==> config.mk <==
export PLATFORM = sky130hd
export DESIGN_NAME = otsc_top
export DESIGN_NICKNAME = d
export VERILOG_FILES = /design/src/inc/otsc_pkg.sv /design/src/otsc_pin_sync.sv /design/src/otsc_fuse_bank.sv /design/src/otsc_top.sv
export SDC_FILE = /design/constraint.sdc
export NUM_CORES = 1
export LEC_CHECK = 0
export BUFFER_PORTS_ARGS = -buffer_cell sky130_fd_sc_hd__buf_4
export CAP_MARGIN = 5
export CORE_ASPECT_RATIO = 2
export CORE_UTILIZATION = 43
export DETAILED_ROUTE_END_ITERATION = 8
export PLACE_DENSITY = 0.67
export SYNTH_ARGS = -nofsm -noshare
export SYNTH_HDL_FRONTEND = slang
export SYNTH_SLANG_ARGS = --single-unit
==> constraint.sdc <==
create_clock -name clk_sys -period 5.7 [get_ports clk_sys]
set_input_delay 0.855 -clock clk_sys [delete_from_list [all_inputs] [get_ports clk_sys]]
set_output_delay 0.855 -clock clk_sys [all_outputs]
set_load 0.03 [all_outputs]
==> src/inc/otsc_pkg.sv <==
package otsc_pkg;

   // ==========================================================
   // serial framing
   localparam logic [5:0] ADDR_FIXED = 6'h16;      // upper six address bits 010110
   localparam logic [3:0] BYTE_BITS = 4'h8;
   localparam int LOCK_BIT_POS = 7;                // instruction byte lock request
   localparam int DIR_BIT_POS = 0;                 // address byte direction bit

   // ==========================================================
   // wiper code
   localparam int CODE_W = 6;
   localparam int TAPS = 64;
   localparam logic [5:0] CODE_MIDSCALE = 6'h20;   // power-on preset

   // ==========================================================
   // permanent storage elements
   localparam int FUSE_N = 8;
   localparam logic [2:0] FUSE_TEST_IDX = 3'h6;
   localparam logic [2:0] FUSE_LOCK_IDX = 3'h7;

   // ==========================================================
   // programming status codes, returned in the top two read bits
   localparam logic [1:0] STAT_READY = 2'h0;
   localparam logic [1:0] STAT_TEST_FAIL = 2'h1;
   localparam logic [1:0] STAT_FATAL = 2'h2;
   localparam logic [1:0] STAT_DONE = 2'h3;

   // ==========================================================
   // timing: whole programming run and the share given to each element
   localparam longint CLK_PERIOD_PS = 4000;
   localparam longint PROG_TIME_MS = 400;
   localparam longint PROG_TIME_PS = PROG_TIME_MS * 64'd1000000000;
   localparam longint BLOW_CYCLES_CALC =
      (PROG_TIME_PS + CLK_PERIOD_PS * FUSE_N - 1) / (CLK_PERIOD_PS * FUSE_N);
   localparam logic [31:0] BLOW_CYCLES_DEF = BLOW_CYCLES_CALC[31:0];

endpackage

==> src/otsc_pin_sync.sv <==
`timescale 1ns/1ns
`default_nettype none

// two-stage synchroniser followed by an edge stage
module otsc_pin_sync #(
   parameter int W = 1
) (
   // clock and reset
   input wire logic clk_sys,
   input wire logic rst,
   // pins from outside the clock domain
   input wire logic [W-1:0] pinIn,
   // synchronised level and edge pulses
   output logic [W-1:0] level,
   output logic [W-1:0] rise,
   output logic [W-1:0] fall
);

   logic [W-1:0] meta_r;
   logic [W-1:0] prev_r;

   // idle-high reset matches a released open-drain line
   always_ff @(posedge clk_sys or posedge rst)
   begin
      if (rst)
      begin
         meta_r <= '1;
         level <= '1;
         prev_r <= '1;
      end
      else
      begin
         meta_r <= pinIn;
         level <= meta_r;
         prev_r <= level;
      end
   end

   // edges only look at the settled stages, never the first one
   assign rise = level & ~prev_r;
   assign fall = ~level & prev_r;

endmodule
`default_nettype wire

==> src/otsc_fuse_bank.sv <==
`timescale 1ns/1ns
`default_nettype none

// sequences the one-time programming run over the eight storage elements
module otsc_fuse_bank
   import otsc_pkg::*;
#(
   parameter logic [31:0] BLOW_CYCLES = BLOW_CYCLES_DEF
) (
   // clock and reset
   input wire logic clk_sys,
   input wire logic rst,
   // request from the serial side
   input wire logic progStart,
   input wire logic [CODE_W-1:0] progCode,
   // synchronised element states
   input wire logic [FUSE_N-1:0] fuseSense,
   // element drive
   output logic fuseBlowEn,
   output logic [2:0] fuseBlowSel,
   // state toward the serial side
   output logic [1:0] progStatus,
   output logic progBusy,
   output logic progRefused
);

   typedef enum logic [4:0] {
      FB_IDLE = 5'h01,
      FB_TEST = 5'h02,
      FB_DATA = 5'h04,
      FB_LOCK = 5'h08,
      FB_CHECK = 5'h10
   } otsc_fb_state_t;

   otsc_fb_state_t state_r;
   logic [31:0] timer_r;
   logic [CODE_W-1:0] code_r;
   logic testFail_r;
   logic fatal_r;
   wire timerDone = (timer_r == 32'h0);

   // one element at a time; each gets its full share of the supply
   always_ff @(posedge clk_sys or posedge rst)
   begin
      if (rst)
      begin
         state_r <= FB_IDLE;
         timer_r <= 32'h0;
         code_r <= 6'h00;
         fuseBlowEn <= 1'b0;
         fuseBlowSel <= 3'h0;
         testFail_r <= 1'b0;
         fatal_r <= 1'b0;
      end
      else
      begin
         if (!timerDone)
            timer_r <= timer_r - 32'h1;
         case (state_r)
            FB_IDLE:
            begin
               if (progStart && !progRefused)
               begin
                  code_r <= progCode;
                  fuseBlowSel <= FUSE_TEST_IDX;
                  fuseBlowEn <= 1'b1;
                  timer_r <= BLOW_CYCLES;
                  state_r <= FB_TEST;
               end
            end
            FB_TEST:
            begin
               if (timerDone)
               begin
                  fuseBlowEn <= 1'b0;
                  if (!fuseSense[FUSE_TEST_IDX])
                  begin
                     testFail_r <= 1'b1;
                     state_r <= FB_IDLE;
                  end
                  else
                  begin
                     // elements for zero bits stay intact, so their slot is idle
                     fuseBlowSel <= 3'h0;
                     fuseBlowEn <= code_r[0];
                     timer_r <= BLOW_CYCLES;
                     state_r <= FB_DATA;
                  end
               end
            end
            FB_DATA:
            begin
               if (timerDone)
               begin
                  if (fuseBlowSel == 3'(CODE_W - 1))
                  begin
                     fuseBlowSel <= FUSE_LOCK_IDX;
                     fuseBlowEn <= 1'b1;
                     state_r <= FB_LOCK;
                  end
                  else
                  begin
                     fuseBlowSel <= fuseBlowSel + 3'h1;
                     fuseBlowEn <= code_r[fuseBlowSel + 3'h1];
                  end
                  timer_r <= BLOW_CYCLES;
               end
            end
            FB_LOCK:
            begin
               if (timerDone)
               begin
                  fuseBlowEn <= 1'b0;
                  state_r <= FB_CHECK;
               end
            end
            FB_CHECK:
            begin
               if (fuseSense[CODE_W-1:0] != code_r || !fuseSense[FUSE_LOCK_IDX])
                  fatal_r <= 1'b1;
               state_r <= FB_IDLE;
            end
            default:
               state_r <= FB_IDLE;
         endcase
      end
   end

   // status priority: fatal, then test failure, then the lock element
   always_ff @(posedge clk_sys or posedge rst)
   begin
      if (rst)
         progStatus <= STAT_READY;
      else if (fatal_r)
         progStatus <= STAT_FATAL;
      else if (testFail_r)
         progStatus <= STAT_TEST_FAIL;
      else if (fuseSense[FUSE_LOCK_IDX] && state_r == FB_IDLE)
         progStatus <= STAT_DONE;
      else
         progStatus <= STAT_READY;
   end

   assign progBusy = (state_r != FB_IDLE);
   assign progRefused = fuseSense[FUSE_LOCK_IDX] | testFail_r | fatal_r;

endmodule
`default_nettype wire

==> src/otsc_top.sv <==
`timescale 1ns/1ns
`default_nettype none

module otsc_top
   import otsc_pkg::*;
#(
   parameter logic [31:0] BLOW_CYCLES = BLOW_CYCLES_DEF
) (
   // clock and reset
   input wire logic clk_sys,
   input wire logic rst,
   // two-wire serial pins, data is open drain
   input wire logic sclIn,
   input wire logic sdaIn,
   output logic sdaOut,
   output logic sdaOeN,
   // address strap
   input wire logic addressSelectPin,
   // permanent storage elements
   input wire logic [FUSE_N-1:0] fuseSense,
   output logic fuseBlowEn,
   output logic [2:0] fuseBlowSel,
   // wiper
   output logic [CODE_W-1:0] wiperCode,
   output logic [TAPS-1:0] wiperTap,
   output logic [TAPS-1:0] tapToHighSel,
   output logic [1:0] otpStatus
);

   // ==========================================================
   // synchronised pins

   logic sclLvl;
   logic sclRise;
   logic sclFall;
   logic sdaLvl;
   logic sdaRise;
   logic sdaFall;
   logic addrSelLvl;
   logic [FUSE_N-1:0] senseLvl;
   logic [FUSE_N:0] miscLvlN;

   otsc_pin_sync #(.W(2)) u_bus_sync (
      .clk_sys(clk_sys),
      .rst(rst),
      .pinIn({sclIn, sdaIn}),
      .level({sclLvl, sdaLvl}),
      .rise({sclRise, sdaRise}),
      .fall({sclFall, sdaFall})
   );

   otsc_pin_sync #(.W(FUSE_N + 1)) u_misc_sync (
      .clk_sys(clk_sys),
      .rst(rst),
      .pinIn(~{addressSelectPin, fuseSense}), // stage resets high; intact must read 0
      .level(miscLvlN),
      .rise(),
      .fall()
   );
   assign {addrSelLvl, senseLvl} = ~miscLvlN;

   // bus conditions are only valid while the clock line is high
   wire startCond = sdaFall & sclLvl;
   wire stopCond = sdaRise & sclLvl;

   // ==========================================================
   // serial state machine

   typedef enum logic [9:0] {
      SS_IDLE = 10'h001,
      SS_ADDR = 10'h002,
      SS_ADDR_ACK = 10'h004,
      SS_INSTR = 10'h008,
      SS_INSTR_ACK = 10'h010,
      SS_DATA = 10'h020,
      SS_DATA_ACK = 10'h040,
      SS_RD_DATA = 10'h080,
      SS_RD_ACK = 10'h100,
      SS_IGNORE = 10'h200
   } otsc_ss_state_t;

   otsc_ss_state_t state_r;
   logic [3:0] bitCnt_r;
   logic [7:0] shift_r;
   logic lockReq_r;
   logic hostNack_r;
   logic commit_r;
   logic progStart_r;
   logic [CODE_W-1:0] code_r;
   logic progBusy;
   logic progRefused;
   logic [1:0] progStatus;

   wire byteDone = (bitCnt_r == BYTE_BITS);
   wire addrMatch = (shift_r[7:2] == ADDR_FIXED) && (shift_r[1] == addrSelLvl);
   wire [7:0] readByte = {progStatus, code_r};

   // receive side: bits are taken on the rising clock edge
   always_ff @(posedge clk_sys or posedge rst)
   begin
      if (rst)
      begin
         shift_r <= 8'h00;
         bitCnt_r <= 4'h0;
         hostNack_r <= 1'b0;
      end
      else if (startCond)
         bitCnt_r <= 4'h0;
      else if (sclRise)
      begin
         case (state_r)
            SS_ADDR, SS_INSTR, SS_DATA:
            begin
               shift_r <= {shift_r[6:0], sdaLvl};
               bitCnt_r <= bitCnt_r + 4'h1;
            end
            SS_RD_ACK:
               hostNack_r <= sdaLvl;
            default:
            begin
            end
         endcase
      end
      else if (sclFall)
      begin
         case (state_r)
            SS_ADDR_ACK, SS_INSTR_ACK:
               bitCnt_r <= 4'h0;
            SS_RD_DATA:
            begin
               // read data shifts out most significant bit first
               shift_r <= {shift_r[6:0], 1'b0};
               bitCnt_r <= byteDone ? 4'h0 : bitCnt_r + 4'h1;
            end
            default:
            begin
            end
         endcase
         if ((state_r == SS_ADDR_ACK && shift_r[DIR_BIT_POS]) || state_r == SS_RD_ACK)
         begin
            shift_r <= {readByte[6:0], 1'b0};
            bitCnt_r <= 4'h1;
         end
      end
   end

   // transitions and line drive happen at a start or stop condition and on the falling clock edge
   always_ff @(posedge clk_sys or posedge rst)
   begin
      if (rst)
      begin
         state_r <= SS_IDLE;
         sdaOeN <= 1'b1;
         lockReq_r <= 1'b0;
         commit_r <= 1'b0;
      end
      else
      begin
         commit_r <= 1'b0;
         if (startCond)
         begin
            state_r <= SS_ADDR;
            sdaOeN <= 1'b1;
         end
         else if (stopCond)
         begin
            // a stop before the data acknowledge leaves the latch alone
            state_r <= SS_IDLE;
            sdaOeN <= 1'b1;
         end
         else if (sclFall)
         begin
            case (state_r)
               SS_ADDR:
               begin
                  if (byteDone && addrMatch)
                  begin
                     state_r <= SS_ADDR_ACK;
                     sdaOeN <= 1'b0;
                  end
                  else if (byteDone)
                     state_r <= SS_IGNORE;
               end
               SS_ADDR_ACK:
               begin
                  if (shift_r[DIR_BIT_POS])
                  begin
                     state_r <= SS_RD_DATA;
                     sdaOeN <= readByte[7];
                  end
                  else
                  begin
                     state_r <= SS_INSTR;
                     sdaOeN <= 1'b1;
                  end
               end
               SS_INSTR:
               begin
                  if (byteDone)
                  begin
                     // only the top bit counts, the other seven are ignored
                     lockReq_r <= shift_r[LOCK_BIT_POS];
                     state_r <= SS_INSTR_ACK;
                     sdaOeN <= 1'b0;
                  end
               end
               SS_INSTR_ACK:
               begin
                  state_r <= SS_DATA;
                  sdaOeN <= 1'b1;
               end
               SS_DATA:
               begin
                  if (byteDone)
                  begin
                     state_r <= SS_DATA_ACK;
                     sdaOeN <= 1'b0;
                  end
               end
               SS_DATA_ACK:
               begin
                  // the acknowledge has been clocked; now the byte is final
                  commit_r <= 1'b1;
                  state_r <= SS_IGNORE;
                  sdaOeN <= 1'b1;
               end
               SS_RD_DATA:
               begin
                  if (byteDone)
                  begin
                     state_r <= SS_RD_ACK;
                     sdaOeN <= 1'b1;
                  end
                  else
                     sdaOeN <= shift_r[7];
               end
               SS_RD_ACK:
               begin
                  // a host acknowledge asks for the byte again
                  if (hostNack_r)
                     state_r <= SS_IGNORE;
                  else
                  begin
                     state_r <= SS_RD_DATA;
                     sdaOeN <= readByte[7];
                  end
               end
               SS_IDLE, SS_IGNORE:
                  sdaOeN <= 1'b1;
               default:
               begin
                  state_r <= SS_IDLE;
                  sdaOeN <= 1'b1;
               end
            endcase
         end
      end
   end

   // the line is only ever pulled low, never driven high
   always_ff @(posedge clk_sys or posedge rst)
   begin
      if (rst)
         sdaOut <= 1'b0;
      else
         sdaOut <= 1'b0;
   end

   // ==========================================================
   // wiper latch

   // writes land only while unlocked; stored code wins once programmed
   always_ff @(posedge clk_sys or posedge rst)
   begin
      if (rst)
      begin
         code_r <= CODE_MIDSCALE;
         progStart_r <= 1'b0;
      end
      else
      begin
         progStart_r <= 1'b0;
         if (senseLvl[FUSE_LOCK_IDX])
            code_r <= senseLvl[CODE_W-1:0];
         else if (commit_r && !progBusy && !progRefused)
         begin
            code_r <= shift_r[CODE_W-1:0];
            progStart_r <= lockReq_r;
         end
      end
   end

   // the programming run captures the code value just written
   otsc_fuse_bank #(.BLOW_CYCLES(BLOW_CYCLES)) u_fuse_bank (
      .clk_sys(clk_sys),
      .rst(rst),
      .progStart(progStart_r),
      .progCode(code_r),
      .fuseSense(senseLvl),
      .fuseBlowEn(fuseBlowEn),
      .fuseBlowSel(fuseBlowSel),
      .progStatus(progStatus),
      .progBusy(progBusy),
      .progRefused(progRefused)
   );

   // ==========================================================
   // tap decode

   // code 0 sits at the low end; each step moves one tap up the ladder
   function automatic logic [TAPS-1:0] tap_onehot(input logic [CODE_W-1:0] c);
      logic [TAPS-1:0] t;
      t = '0;
      t[c] = 1'b1;
      return t;
   endfunction

   // high-end switch sees the complement, so its resistance falls with code
   always_ff @(posedge clk_sys or posedge rst)
   begin
      if (rst)
      begin
         wiperTap <= tap_onehot(CODE_MIDSCALE);
         tapToHighSel <= tap_onehot(~CODE_MIDSCALE);
         wiperCode <= CODE_MIDSCALE;
         otpStatus <= STAT_READY;
      end
      else
      begin
         wiperTap <= tap_onehot(code_r);
         tapToHighSel <= tap_onehot(~code_r);
         wiperCode <= code_r;
         otpStatus <= progStatus;
      end
   end

endmodule
`default_nettype wire

### Word level (Yosys, flattened, before mapping)

Cells that the tools add are included.

* memories kept: 0
* register bits: 244
* bits in writable memories: 0
* bits of input ports: 13
* logic and storage cells: 199
* output and inout bits: 142
* bits in read-only memories: 0
* latch bits: 0

* reduce and logical (&&, ||, !) cells: 39
* bitwise operators: 14
* shift operators: 0
* add/sub/neg operators: 3
* eq/ne operators: 37
* muxes and demuxes: 75
* order comparisons: 5
* divide/modulo/power cells: 0
* multipliers: 0

Operator list (number)
* $mux W32: 5
* $pmux W32 S3: 1
* $mux W10: 9
* $pmux W10 S9: 1
* $mux W8: 6
* $logic_not A32 Y1: 1
* $sub A32 B1 Y32 const B: 1
* $mux W5: 5
* $mux W4: 6
* $mux W1: 23
* $ne A4 B4 Y1 const B: 5
* $pmux W5 S4: 1
* $reduce_and A5 Y1: 4
* $mux W3: 6
* $not A9 Y9: 2
* $lt A6 B7 Y1 const B: 2
* $demux W1 S6: 2
* $ge A6 B1 Y1 const B: 2
* $mux W6: 2
* $ne A2 B1 Y1 const B: 6
* $reduce_bool A3 Y1: 4
* $eq A10 B1 Y1 const B: 1
* $eq A10 B10 Y1 const B: 1
* $eq A10 B2 Y1 const B: 1
* 49 further kinds: 76

### Logic depth before layout (Yosys ltp)

Gate-level depths: netlist of the first run.

* depth after elaboration: 9
* gate-level depth with buffers: 10
* depth with buffers taken out: 8

### Cells and area by module

A second synthesis of the first run with hierarchy kept.

* cell total of the unflattened synthesis: 847
* area total of the unflattened synthesis: 8907.3 um^2

Modules (own cells, without submodules)
* otsc_top: cells an instance 451, instances 1, seq. area each 2633.8 um^2, area each 4783.3 um^2
* otsc_fuse_bank: cells an instance 339, instances 1, seq. area each 1277.5 um^2, area each 3056.7 um^2
* otsc_pin_sync at u_misc_sync: cells an instance 46, instances 1, seq. area each 709.4 um^2, area each 870.8 um^2
* otsc_pin_sync at u_bus_sync: cells an instance 11, instances 1, seq. area each 157.7 um^2, area each 196.4 um^2

### Least setup slack after synthesis of the first run

No wires, ideal clock.

* kind: register to register
* start point: reg u_fuse_bank.timer_r[3]
* end point: reg u_fuse_bank.timer_r[21]
* setup time: 0.134 ns
* slack: 3.272 ns
* arrival: 2.294 ns
* period minus slack after synthesis: 2.428 ns
* stages on the path, launching flop included: 9
* data required time: 5.566 ns
* path buffers: 2
* cells stage by stage: dfrtp_1 -> or4_1 -> buf_2 -> or4_4 -> nor4_4 -> buf_6 -> nor2_1 -> xnor2_2 -> nand2_1

* word-level cells in the longest chain between the ends: 5
* elaborated cells between the ends (all ways): 8
* those cells by class: 1 x add/sub; 6 x mux; 1 x reduce/logical

RTL lines
* from (decl): RTL line otsc_fuse_bank.sv:36 `logic [31:0] timer_r;`
* from (signal assigned): RTL line otsc_fuse_bank.sv:58 `timer_r <= timer_r - 32'h1;`
* $sub A32 B1 Y32 or $logic_not A32 Y1 (tied branches): RTL line otsc_fuse_bank.sv:58, otsc_fuse_bank.sv:40
* $mux W32: RTL line otsc_fuse_bank.sv:57 `if (!timerDone)`
* $mux W32: RTL line otsc_fuse_bank.sv:76 `if (!fuseSense[FUSE_TEST_IDX])`
* $mux W32: RTL line otsc_fuse_bank.sv:73 `if (timerDone)`
* $pmux W32 S3 (*): RTL line otsc_fuse_bank.sv:59 `case (state_r)`

Every way passes the cells marked *; elsewhere a longest branch is shown, timed or not.
A chain may end at the register's enable or synchronous reset.

### Worst setup path in the final report of the first run

Same ends and word-level chain as after synthesis.

==> results_tabular.tex, run 1 <==
\begin{tabular}{lr}
\hline
Metric & Value \\
\hline
\multicolumn{2}{l}{\textbf{Clocking}} \\
Clock transition at the registers of the reported paths & 70 ps \\
Clk\_lat worst skew & 430 ps \\
Clk root buf & sky130\_fd\_sc\_hd\_\_clkbuf\_16 \\
CTS-repair resized insts & 0 \\
Number of hold buffers added after cts & 0 \\
CTS tree & yes \\
Deepest level of the CTS H-tree & 4 \\
CTS Sinks & 180 \\
Maximum root-to-sink buffer count & 2 \\
Num CTS Buffers & 17 \\
Post-CTS setup buffer count & 0 \\
\multicolumn{2}{l}{\textbf{Layout}} \\
N\_diodes & 0 \\
Seq. cell area & 4540 µm² \\
Number of filler cells placed in the layout & 1699 \\
Post-route insts no fill & 1118 \\
Share of layout cells above drive strength 1 & 28.6\% \\
Synthesis-to-finish area growth & 17.5\% \\
Multi-input gate area & 2890 µm² \\
Number of nets in the final layout & 871 \\
\multicolumn{2}{l}{\textbf{Floorplanning}} \\
Core area & 18700 µm² \\
Number of cell rows & 71 \\
Starting density of the core & 43.8\% \\
Count of pins on the block boundary & 155 \\
Full die area & 19700 µm² \\
Chip width & 99.7 µm \\
DIE HEIGHT & 197 µm \\
\multicolumn{2}{l}{\textbf{Logic synthesis}} \\
Mapped cell area & 8220 µm² \\
Syn Inst Count & 779 \\
Syn\_nets & 800 \\
Area leader, netlist & sky130\_fd\_sc\_hd\_\_dfrtp\_1 \\
Async set-or-reset flop fraction in the synthesized netlist & 100\% \\
Distinct cells, synth & 71 \\
Fraction of the yosys area taken by sequential cells & 55.3\% \\
Register bit count reported by yosys & 180 \\
Number of synthesis warnings & 0 \\
Synth top area share & 45.7\% \\
Post-synth EDFFs & 0 \\
Largest cells by area after synthesis & sky130\_fd\_sc\_hd\_\_dfrtp\_1, sky130\_fd\_sc\_hd\_\_dfstp\_2, sky130\_fd\_sc\_hd\_\_buf\_4 \\
Mean instance size in the synthesized netlist & 10.5 µm² \\
Predominant post-synthesis flop cell & sky130\_fd\_sc\_hd\_\_dfrtp\_1 \\
\multicolumn{2}{l}{\textbf{Global routing}} \\
Antenna violations before repair & 0 \\
Via count of the first global-routing pass & 5831 \\
Global route overflow & 0 \\
GR met2 Demand/Resource & 37.3\% \\
Grt met1 use & 19.6\% \\
First-pass GRT wire length & 29900 µm \\
Global-route usage over all layers & 19.9\% \\
Most utilized layer in the global route result & met2 \\
Pin count of the biggest net entering global routing & 94 \\
Routing usage on met3 & 3.29\% \\
\multicolumn{2}{l}{\textbf{Setup path}} \\
Maximum fanout encountered on the critical timing path & 16 \\
Critical Path Start & u\_fuse\_bank.timer\_r[3] \\
Slack of the worst reg-to-reg path & 2740 ps \\
Classification of the worst setup path & reg2reg \\
Capturing instance or port of the critical path & u\_fuse\_bank.timer\_r[21] \\
Worst reg2reg path depth & 6 \\
Critical path arrival & 3260 ps \\
CP Capture Type & register \\
CP startpoint kind & register \\
Start of the worst register-to-register path & u\_fuse\_bank.timer\_r[3] \\
Data required time of the worst path & 5990 ps \\
Critical R2R Capture & u\_fuse\_bank.timer\_r[21] \\
\multicolumn{2}{l}{\textbf{STA}} \\
Final hold slack & 358 ps \\
Post-layout min period & 2960 ps \\
Final setup viols & 0 \\
Setup repair after global routing missed its margin & false \\
Worst Clk Skew & 9.66 ps \\
Number of hold violations in the final report & 0 \\
Number of max-slew violations in the final report & 0 \\
Worst slew pin tran & 892 ps \\
Setup TNS & 0 ps \\
Rel. slew slack & 40.1\% \\
Setup WS post-layout & 2740 ps \\
Fmax & 338 MHz \\
Final period utilization & 52.0\% \\
\multicolumn{2}{l}{\textbf{Min path}} \\
Tightest Hold Check Type & reg2reg \\
\multicolumn{2}{l}{\textbf{Placed design}} \\
Worst slack at placement & 2750 ps \\
Port bufs & 153 \\
HPWL reported at the end of detailed placement & 13800 µm \\
Inst Count DP & 1086 \\
Final GP Congestion & 0.949 \\
\multicolumn{2}{l}{\textbf{Detailed routing}} \\
DRT antenna net count & 0 \\
Ratio of routed vias to standard cells & 5.21 \\
WL per Instance & 16.6 µm \\
Length of the first detailed-routing pass in iterations & 5 \\
Post-detailed-routing wire length & 18600 µm \\
DRC violation count after routing & 0 \\
Via count & 5829 \\
Number of DRC markers in iteration 0 & 319 \\
\multicolumn{2}{l}{\textbf{Flow run}} \\
Number of max-cap violations & 0 \\
\multicolumn{2}{l}{\textbf{Pwr}} \\
Power Density & 292 nW/µm² \\
Leakage Power & 4.73 nW \\
Max rail drop VDD & 0.186 mV \\
\multicolumn{2}{l}{\textbf{Outcome}} \\
Status & finished clean \\
\hline
\end{tabular}
cell usage after synthesis, types with 3 or more instances:
master and n:
sky130_fd_sc_hd__nand3_1 21, sky130_fd_sc_hd__a22o_1 3, sky130_fd_sc_hd__nor2_1 124, sky130_fd_sc_hd__nand3b_1 10
sky130_fd_sc_hd__ha_1 8, sky130_fd_sc_hd__xnor2_1 21, sky130_fd_sc_hd__xor2_1 18, sky130_fd_sc_hd__mux2i_1 9
sky130_fd_sc_hd__nand2_1 46, sky130_fd_sc_hd__a21oi_1 21, sky130_fd_sc_hd__o211ai_1 5, sky130_fd_sc_hd__a221o_1 4
sky130_fd_sc_hd__clkbuf_1 28, sky130_fd_sc_hd__nand2b_1 7, sky130_fd_sc_hd__nor4_1 13, sky130_fd_sc_hd__o221ai_1 4
sky130_fd_sc_hd__nor2b_1 6, sky130_fd_sc_hd__or3_1 10, sky130_fd_sc_hd__a31oi_1 3, sky130_fd_sc_hd__inv_1 33
sky130_fd_sc_hd__dfstp_2 30, sky130_fd_sc_hd__or4_1 8, sky130_fd_sc_hd__mux2_2 12, sky130_fd_sc_hd__nand4_1 6
sky130_fd_sc_hd__o21ai_0 24, sky130_fd_sc_hd__o22ai_1 5, sky130_fd_sc_hd__buf_4 66, sky130_fd_sc_hd__buf_2 4
sky130_fd_sc_hd__dfrtp_1 150, sky130_fd_sc_hd__buf_6 3, sky130_fd_sc_hd__and3_1 7, sky130_fd_sc_hd__nor3_1 20
through the flow:
step                      cell area [µm²]  total power, mW  utilization [%]
final                                9650             2.82             51.5
after global routing                 9650             2.93             51.5
after CTS                            9650             2.85             51.5
after detailed placement             9050             1.67             48.3
after global placement               9050             1.66             48.3
after floorplan                      8220             1.58                -
routing by layer:
layer / vias up / share of wire (%)
li1: 2727 / -
met1: 2817 / 35
met2: 210 / 56
met3: 75 / 3.9
met4: 0 / 5.6
met5: - / 0
report_power, final:
group	total [mW]	switching, mW	internal, mW
logic	0.245	0.159	0.0856
clock network	1.18	0.530	0.651
registers	1.40	0.0594	1.34
total	2.82	0.748	2.07
final cells by class:
class | instances | share of cell area (%)
Clock inverter | 11 | 1.01
Inverter | 33 | 1.34
Clock buffer | 21 | 5.21
Tap cell | 255 | 3.31
Sequential cell | 180 | 47.1
Multi-Input combinational cell | 464 | 30.0
Timing Repair Buffer | 154 | 12.1
cell families after synthesis:
logic type,synth area share [%]
buffers and inverters,9.53
multiplexers,3.02
flip-flops,55.3
other,0.0456
adder cells (fa/ha/maj),1.22
AND/OR/NAND/NOR,18.6
AO/OA/AOI/OAI,7.99
XOR/XNOR,4.36
worst max-delay path, stage by stage (launching register included):
cell and delay, ps:
sky130_fd_sc_hd__dfrtp_1 420, sky130_fd_sc_hd__or4_1 690, sky130_fd_sc_hd__or4_4 610, sky130_fd_sc_hd__nor4_4 690, sky130_fd_sc_hd__nor2_1 180, sky130_fd_sc_hd__xnor2_2 160, sky130_fd_sc_hd__nand2_1 70
worst min path at each step:
stage | from | end | slack, ps | cells after the start
floorplan | u_bus_sync.meta_r[0] | u_bus_sync.level[0] | 350 | 0
global placement | u_bus_sync.meta_r[0] | u_bus_sync.level[0] | 350 | 0
detailed placement | u_misc_sync.meta_r[8] | u_misc_sync.level[8] | 350 | 0
CTS | u_bus_sync.meta_r[0] | u_bus_sync.level[0] | 360 | 0
global route | u_bus_sync.meta_r[0] | u_bus_sync.level[0] | 360 | 0
finish | u_bus_sync.meta_r[0] | u_bus_sync.level[0] | 360 | 0
sequential cells by signal, summed over array words and instances (netlist names), 2 cells and up:
signal	cells
u_bus_sync.level	2
u_misc_sync.level	9
shift_r	8
u_fuse_bank.progStatus	2
u_fuse_bank.timer_r	32
u_bus_sync.meta_r	2
state_r	10
tapToHighSel	63
u_fuse_bank.state_r	5
u_bus_sync.prev_r	2
u_fuse_bank.code_r	6
u_misc_sync.meta_r	9
u_fuse_bank.fuseBlowSel	3
code_r	6
wiperCode	6
otpStatus	2
bitCnt_r	4
layout by cell type (no fill, tap or decap), types with 7 or more instances in the layout:
cell	netlist	final
sky130_fd_sc_hd__a21oi_1	21	21
sky130_fd_sc_hd__and3_1	7	7
sky130_fd_sc_hd__buf_4	66	153
sky130_fd_sc_hd__clkbuf_16	0	19
sky130_fd_sc_hd__dfrtp_1	150	150
sky130_fd_sc_hd__dfstp_2	30	30
sky130_fd_sc_hd__ha_1	8	8
sky130_fd_sc_hd__inv_1	33	32
sky130_fd_sc_hd__inv_6	0	8
sky130_fd_sc_hd__mux2_2	12	12
sky130_fd_sc_hd__mux2i_1	9	9
sky130_fd_sc_hd__nand2_1	46	46
sky130_fd_sc_hd__nand2b_1	7	7
sky130_fd_sc_hd__nand3_1	21	21
sky130_fd_sc_hd__nand3b_1	10	10
sky130_fd_sc_hd__nor2_1	124	124
sky130_fd_sc_hd__nor3_1	20	20
sky130_fd_sc_hd__nor4_1	13	13
sky130_fd_sc_hd__o21ai_0	24	24
sky130_fd_sc_hd__or3_1	10	10
sky130_fd_sc_hd__or4_1	8	8
sky130_fd_sc_hd__xnor2_1	21	21
sky130_fd_sc_hd__xor2_1	18	18
Note: power is estimated with default switching activity, not from simulation.
==> run 2: changes to the inputs <==
- clock period: 5.7 -> 2.6 ns (I/O delays scaled with it)
==> run 2 against run 1 <==
Against the previous run:
- fmax is 19% higher
- largest power group unchanged
- sequential cell count stayed put
- register-to-register slack worse by 2600 ps
- setup slack worse by 2600 ps
- first-iteration DRC count down 36%
- sequential power grew 120%
- highest routed layer unchanged
- global-route usage fell by 0.54 points
==> results_tabular.tex, run 2 (synthesis results as in run 1) <==
\begin{tabular}{lr}
\hline
Metric & Value \\
\hline
\multicolumn{2}{l}{\textbf{Outcome}} \\
Status & finished clean \\
\multicolumn{2}{l}{\textbf{Setup path}} \\
Classification of the worst setup path & reg2reg \\
Data required time of the worst path & 2910 ps \\
Critical path arrival & 2790 ps \\
CP Capture Type & register \\
CP startpoint kind & register \\
Worst reg2reg path depth & 6 \\
Maximum fanout encountered on the critical timing path & 9 \\
\multicolumn{2}{l}{\textbf{Detailed routing}} \\
Length of the first detailed-routing pass in iterations & 5 \\
DRT antenna net count & 0 \\
Number of DRC markers in iteration 0 & 203 \\
Ratio of routed vias to standard cells & 5.13 \\
Post-detailed-routing wire length & 18400 µm \\
WL per Instance & 16.1 µm \\
Via count & 5862 \\
DRC violation count after routing & 0 \\
\multicolumn{2}{l}{\textbf{Pwr}} \\
Part of the power in the clock network & 40.8\% \\
Max rail drop VDD & 0.423 mV \\
Sequential power share & 50.2\% \\
Leakage Power & 4.84 nW \\
Combinational power share & 9.0\% \\
Net switching power figure & 1.64 mW \\
Power Density & 617 nW/µm² \\
Internal power component & 4.45 mW \\
Switching part of the total power & 27.0\% \\
\multicolumn{2}{l}{\textbf{Placed design}} \\
Final GP Congestion & 0.909 \\
Port bufs & 153 \\
HPWL reported at the end of detailed placement & 13900 µm \\
\multicolumn{2}{l}{\textbf{Layout}} \\
Synthesis-to-finish area growth & 20.0\% \\
Most common library cell in the layout ignoring fill and taps & sky130\_fd\_sc\_hd\_\_buf\_4 \\
Utilization of the core after routing & 52.6\% \\
N\_diodes & 0 \\
Top library cells by usage in the layout, fill and taps aside & sky130\_fd\_sc\_hd\_\_buf\_4, sky130\_fd\_sc\_hd\_\_dfrtp\_1, sky130\_fd\_sc\_hd\_\_nor2\_1, sky130\_fd\_sc\_hd\_\_nand2\_1, sky130\_fd\_sc\_hd\_\_inv\_1 \\
Number of nets in the final layout & 896 \\
Flip-flop count of the largest register after layout & 63 \\
Share of layout cells above drive strength 1 & 30.5\% \\
Registers with the most flip-flops & tapToHighSel: 63 flops, u\_fuse\_bank.timer\_r: 32 flops, state\_r: 10 flops \\
Largest reg by FF count & tapToHighSel \\
\multicolumn{2}{l}{\textbf{Clocking}} \\
Maximum root-to-sink buffer count & 2 \\
Deepest level of the CTS H-tree & 4 \\
Num CTS Buffers & 17 \\
Clk root buf & sky130\_fd\_sc\_hd\_\_clkbuf\_16 \\
CTS Sinks & 180 \\
Clk\_lat worst skew & 430 ps \\
Clock transition at the registers of the reported paths & 70 ps \\
CTS tree & yes \\
Post-CTS setup buffer count & 0 \\
\multicolumn{2}{l}{\textbf{Global routing}} \\
Global route overflow & 0 \\
Antenna violations before repair & 0 \\
Via count of the first global-routing pass & 5785 \\
First-pass GRT wire length & 29300 µm \\
Pin count of the biggest net entering global routing & 65 \\
Global-route usage over all layers & 19.4\% \\
\multicolumn{2}{l}{\textbf{Floorplanning}} \\
Number of cell rows & 71 \\
Starting density of the core & 43.8\% \\
DIE HEIGHT & 197 µm \\
Core area & 18700 µm² \\
Full die area & 19700 µm² \\
Count of pins on the block boundary & 155 \\
Chip width & 99.7 µm \\
\multicolumn{2}{l}{\textbf{STA}} \\
Final setup viols & 0 \\
Setup repair after global routing missed its margin & false \\
Final hold slack & 58.2 ps \\
Number of hold violations in the final report & 0 \\
Post-layout min period & 2480 ps \\
Worst Clk Skew & 11.8 ps \\
Rel. slew slack & 60.5\% \\
Fmax & 403 MHz \\
Final period utilization & 95.4\% \\
Number of max-slew violations in the final report & 0 \\
Worst slew pin tran & 593 ps \\
\multicolumn{2}{l}{\textbf{Min path}} \\
Number of cells traversed by the worst hold path & 2 \\
Tightest Hold Check Type & in2reg \\
\multicolumn{2}{l}{\textbf{Flow run}} \\
Number of max-cap violations & 0 \\
\hline
\end{tabular}
-- run 2: power by group through the flow --
stage / registers, mW / logic, mW / clock network [mW]
after floorplan: 3.11 / 0.359 / 0
after global placement: 3.11 / 0.548 / 0
after detailed placement: 3.11 / 0.554 / 0
after CTS: 3.06 / 0.557 / 2.53
after global routing: 3.07 / 0.609 / 2.64
final: 3.06 / 0.549 / 2.48
-- run 2: worst paths after layout --
kind / from / endpoint / slack [ps]
min in group asynchronous: rst / tapToHighSel[51] / 520
setup reg to reg: state_r[1] / bitCnt_r[3] / 120
hold / removal: fuseSense[5] / u_misc_sync.meta_r[5] / 60
max in group asynchronous: rst / u_fuse_bank.state_r[0] / 1370
hold reg to reg: u_misc_sync.meta_r[1] / u_misc_sync.level[1] / 360
setup / recovery: state_r[1] / bitCnt_r[3] / 120
-- run 2: what timing repair did --
action                                 in CTS  in global routing
endpoints found under the hold margin      12                  0
hold buffers                                1                  0
setup endpoints to repair                   0                  4
resized for setup                           0                  1
-- run 2: routing by layer --
layer	global-route usage, %	wire length, µm
met1	19.0	6450
met4	10.8	756
met5	0	0
met3	2.80	716
met2	37.5	10500
-- run 2: per-stage QoR --
stage	worst slack, ps	total power [mW]	instances	setup TNS, ps	cell area [µm²]
after floorplan	-74.1	3.47	779	-11110	8220
after global placement	173	3.66	1110	0	9280
after detailed placement	146	3.66	1110	0	9280
after CTS	120	6.14	1143	0	9860
after global routing	2.86	6.33	1143	0	9860
final	119	6.09	1143	0	9860
-- run 2: area by class of cell --
| type | count | area, µm² |
|---|---|---|
| Fill cell | 1676 | 8880 |
| Sequential cell | 180 | 4540 |
| Multi-Input combinational cell | 464 | 2900 |
| Timing Repair Buffer | 179 | 1410 |
| Clock buffer | 20 | 457 |
| Tap cell | 255 | 319 |
| Inverter | 33 | 128 |
| Clock inverter | 12 | 114 |
-- run 2: critical path: stages (launching register included) --
cell,delay [ps]
sky130_fd_sc_hd__dfrtp_1,450
sky130_fd_sc_hd__or4_1,640
sky130_fd_sc_hd__or4_1,600
sky130_fd_sc_hd__nand2_1,110
sky130_fd_sc_hd__a22oi_1,110
sky130_fd_sc_hd__nor2b_1,200
sky130_fd_sc_hd__a22o_1,250
==> run 3: changes to the inputs <==
- CELL_PAD_IN_SITES_DETAIL_PLACEMENT: default -> 0
- CELL_PAD_IN_SITES_GLOBAL_PLACEMENT: default -> 1
- CORE_UTILIZATION: 43 -> 39
- PLACE_DENSITY: 0.67 -> default
- PLACE_DENSITY_LB_ADDON: default -> 0.1
==> run 3 against run 2 <==
Against the previous run:
- design area about the same
- power decreased by 0.29%
- non-clock buffer count unchanged
- critical path type unchanged
- sequential power is essentially flat
- via count fell by 0.44%
- sequential share of layout area hardly changed
- wire length increased by 8.8%
==> results_tabular.tex, run 3 (synthesis results as in run 1) <==
\begin{tabular}{lr}
\hline
Metric & Value \\
\hline
\multicolumn{2}{l}{\textbf{Setup path}} \\
Maximum fanout encountered on the critical timing path & 5 \\
Classification of the worst setup path & reg2reg \\
Slack of the worst reg-to-reg path & 130 ps \\
Data required time of the worst path & 2980 ps \\
Count of buffering cells on the critical path with inverters included & 0 \\
Cell with the most instances on the worst path & sky130\_fd\_sc\_hd\_\_or4\_1 \\
Gate family responsible for the most delay along the worst path & simple AND/OR/NAND/NOR gates \\
Standard cell with the maximum stage delay on the critical path & sky130\_fd\_sc\_hd\_\_or4\_1 \\
List of cells traversed by the critical path & or4\_1 -> or4\_1 -> o221ai\_1 -> nand2\_1 -> nor2\_1 -> mux2\_2 \\
Worst reg2reg path depth & 6 \\
Critical path arrival & 2850 ps \\
CP Capture Type & register \\
Start of the worst register-to-register path & state\_r[1] \\
Critical R2R Capture & state\_r[7] \\
CP startpoint kind & register \\
Slowest cell delay on critical path & 620 ps \\
\multicolumn{2}{l}{\textbf{Detailed routing}} \\
WL per Instance & 17.4 µm \\
Length of the first detailed-routing pass in iterations & 5 \\
DRT antenna net count & 0 \\
Number of DRC markers in iteration 0 & 193 \\
Via count & 5836 \\
Ratio of routed vias to standard cells & 5.06 \\
Post-detailed-routing wire length & 20100 µm \\
DRC violation count after routing & 0 \\
\multicolumn{2}{l}{\textbf{STA}} \\
Final hold slack & 51.1 ps \\
Number of hold violations in the final report & 0 \\
Final period utilization & 94.9\% \\
Worst Clk Skew & 6.74 ps \\
Fmax & 405 MHz \\
Rel. slew slack & 58.4\% \\
Worst slew pin tran & 624 ps \\
Setup repair after global routing missed its margin & false \\
Setup TNS & 0 ps \\
Post-layout min period & 2470 ps \\
Number of max-slew violations in the final report & 0 \\
Final setup viols & 0 \\
\multicolumn{2}{l}{\textbf{Floorplanning}} \\
DIE HEIGHT & 207 µm \\
Starting density of the core & 40.0\% \\
Count of pins on the block boundary & 155 \\
Core area & 20600 µm² \\
Chip width & 105 µm \\
Number of cell rows & 74 \\
Full die area & 21700 µm² \\
\multicolumn{2}{l}{\textbf{Global routing}} \\
Antenna violations before repair & 0 \\
First-pass GRT wire length & 32500 µm \\
Pin count of the biggest net entering global routing & 111 \\
Global-route usage over all layers & 19.6\% \\
Global route overflow & 0 \\
Via count of the first global-routing pass & 6127 \\
\multicolumn{2}{l}{\textbf{Pwr}} \\
Power Density & 616 nW/µm² \\
Total power & 6.07 mW \\
Leakage Power & 4.81 nW \\
Max rail drop VDD & 0.448 mV \\
\multicolumn{2}{l}{\textbf{Outcome}} \\
Status & finished clean \\
\multicolumn{2}{l}{\textbf{Layout}} \\
Synthesis-to-finish area growth & 20.0\% \\
Seq. cell area & 4540 µm² \\
Multi-input gate area & 2900 µm² \\
Post-route insts no fill & 1153 \\
Share of layout cells above drive strength 1 & 30.6\% \\
Number of nets in the final layout & 896 \\
Registers with the most flip-flops & tapToHighSel: 63 flops, u\_fuse\_bank.timer\_r: 32 flops, state\_r: 10 flops \\
Flip-flop count of the largest register after layout & 63 \\
Most common library cell in the layout ignoring fill and taps & sky130\_fd\_sc\_hd\_\_buf\_4 \\
Top library cells by usage in the layout, fill and taps aside & sky130\_fd\_sc\_hd\_\_buf\_4, sky130\_fd\_sc\_hd\_\_dfrtp\_1, sky130\_fd\_sc\_hd\_\_nor2\_1, sky130\_fd\_sc\_hd\_\_nand2\_1, sky130\_fd\_sc\_hd\_\_inv\_1 \\
N\_diodes & 0 \\
Number of filler cells placed in the layout & 1901 \\
Utilization of the core after routing & 48.0\% \\
Largest reg by FF count & tapToHighSel \\
\multicolumn{2}{l}{\textbf{Clocking}} \\
Clock transition at the registers of the reported paths & 70 ps \\
Clk root buf & sky130\_fd\_sc\_hd\_\_clkbuf\_16 \\
Num CTS Buffers & 17 \\
Clk\_lat worst skew & 440 ps \\
Number of hold buffers added after cts & 0 \\
CTS tree & yes \\
Maximum root-to-sink buffer count & 2 \\
Deepest level of the CTS H-tree & 4 \\
CTS Sinks & 180 \\
\multicolumn{2}{l}{\textbf{Min path}} \\
Tightest Hold Check Type & in2reg \\
Number of cells traversed by the worst hold path & 2 \\
Beginning of the worst hold path & fuseSense[0] \\
End point of the worst hold path & u\_misc\_sync.meta\_r[0] \\
\multicolumn{2}{l}{\textbf{Placed design}} \\
Port bufs & 153 \\
Final GP Congestion & 0.862 \\
Inst Count DP & 1121 \\
HPWL reported at the end of detailed placement & 15200 µm \\
\multicolumn{2}{l}{\textbf{Flow run}} \\
Number of max-cap violations & 0 \\
\hline
\end{tabular}
-- run 3: cell types whose count changed in the layout (fill, tap and decap cells not counted), moves of 2 or more --
cell                         delta
sky130_fd_sc_hd__clkinv_4       -4
sky130_fd_sc_hd__inv_8          -4
sky130_fd_sc_hd__clkinvlp_4     +6
sky130_fd_sc_hd__buf_4          +2
-- run 3: worst register-to-register path, cell delays in order, from the launching register on --
cell and delay, ps:
sky130_fd_sc_hd__dfrtp_1 440, sky130_fd_sc_hd__or4_1 620, sky130_fd_sc_hd__or4_1 620, sky130_fd_sc_hd__o221ai_1 200
sky130_fd_sc_hd__nand2_1 220, sky130_fd_sc_hd__nor2_1 170, sky130_fd_sc_hd__mux2_2 160
-- run 3: report_power, final --
group | internal [mW] | leakage (nW) | total (mW) | switching, mW
sequential | 2.93 | 2.36 | 3.06 | 0.129
clock | 1.37 | 0.250 | 2.45 | 1.08
combinational | 0.197 | 2.20 | 0.558 | 0.361
total | 4.50 | 4.81 | 6.07 | 1.57
-- run 3: layer usage --
| layer | routed length, µm | global-route usage, % | vias to the layer above |
|---|---|---|---|
| met1 | 7130 | 19.3 | 2861 |
| met3 | 757 | 4.58 | 38 |
| met5 | 0 | 0 | - |
| li1 | - | - | 2771 |
| met2 | 11600 | 37.9 | 166 |
| met4 | 593 | 9.13 | 0 |
-- run 3: how the worst max path moves through the flow --
stage | from | end | slack (ps) | depth (start not counted)
after floorplan | rst | bitCnt_r[0] | -70 | 1
after global placement | state_r[1] | state_r[7] | 120 | 6
after detailed placement | u_fuse_bank.timer_r[12] | u_fuse_bank.timer_r[25] | 100 | 7
after CTS | u_fuse_bank.timer_r[12] | u_fuse_bank.timer_r[25] | 80 | 7
after global routing | u_fuse_bank.timer_r[12] | u_fuse_bank.timer_r[26] | 20 | 8
final | state_r[1] | state_r[7] | 130 | 6
-- run 3: area by class of cell --
type                       count  area share, %
clock buffer                  21           4.67
clock inverter                10           1.02
inverter                      33           1.29
multi-input combinational    464           29.4
sequential                   180           46.1
tap                          266           3.38
timing repair buffer         179           14.1
-- run 3: metrics by stage --
stage	area, µm²	setup slack (ps)
floorplan	8220	-74.1
global placement	9280	116
detailed placement	9280	102
CTS	9840	80.7
global route	9860	17.2
finish	9860	132
-- run 3: what timing repair did --
action | CTS | global route
gates resized for setup | 0 | 4
setup endpoints to repair | 0 | 21
setup buffers | 0 | 1
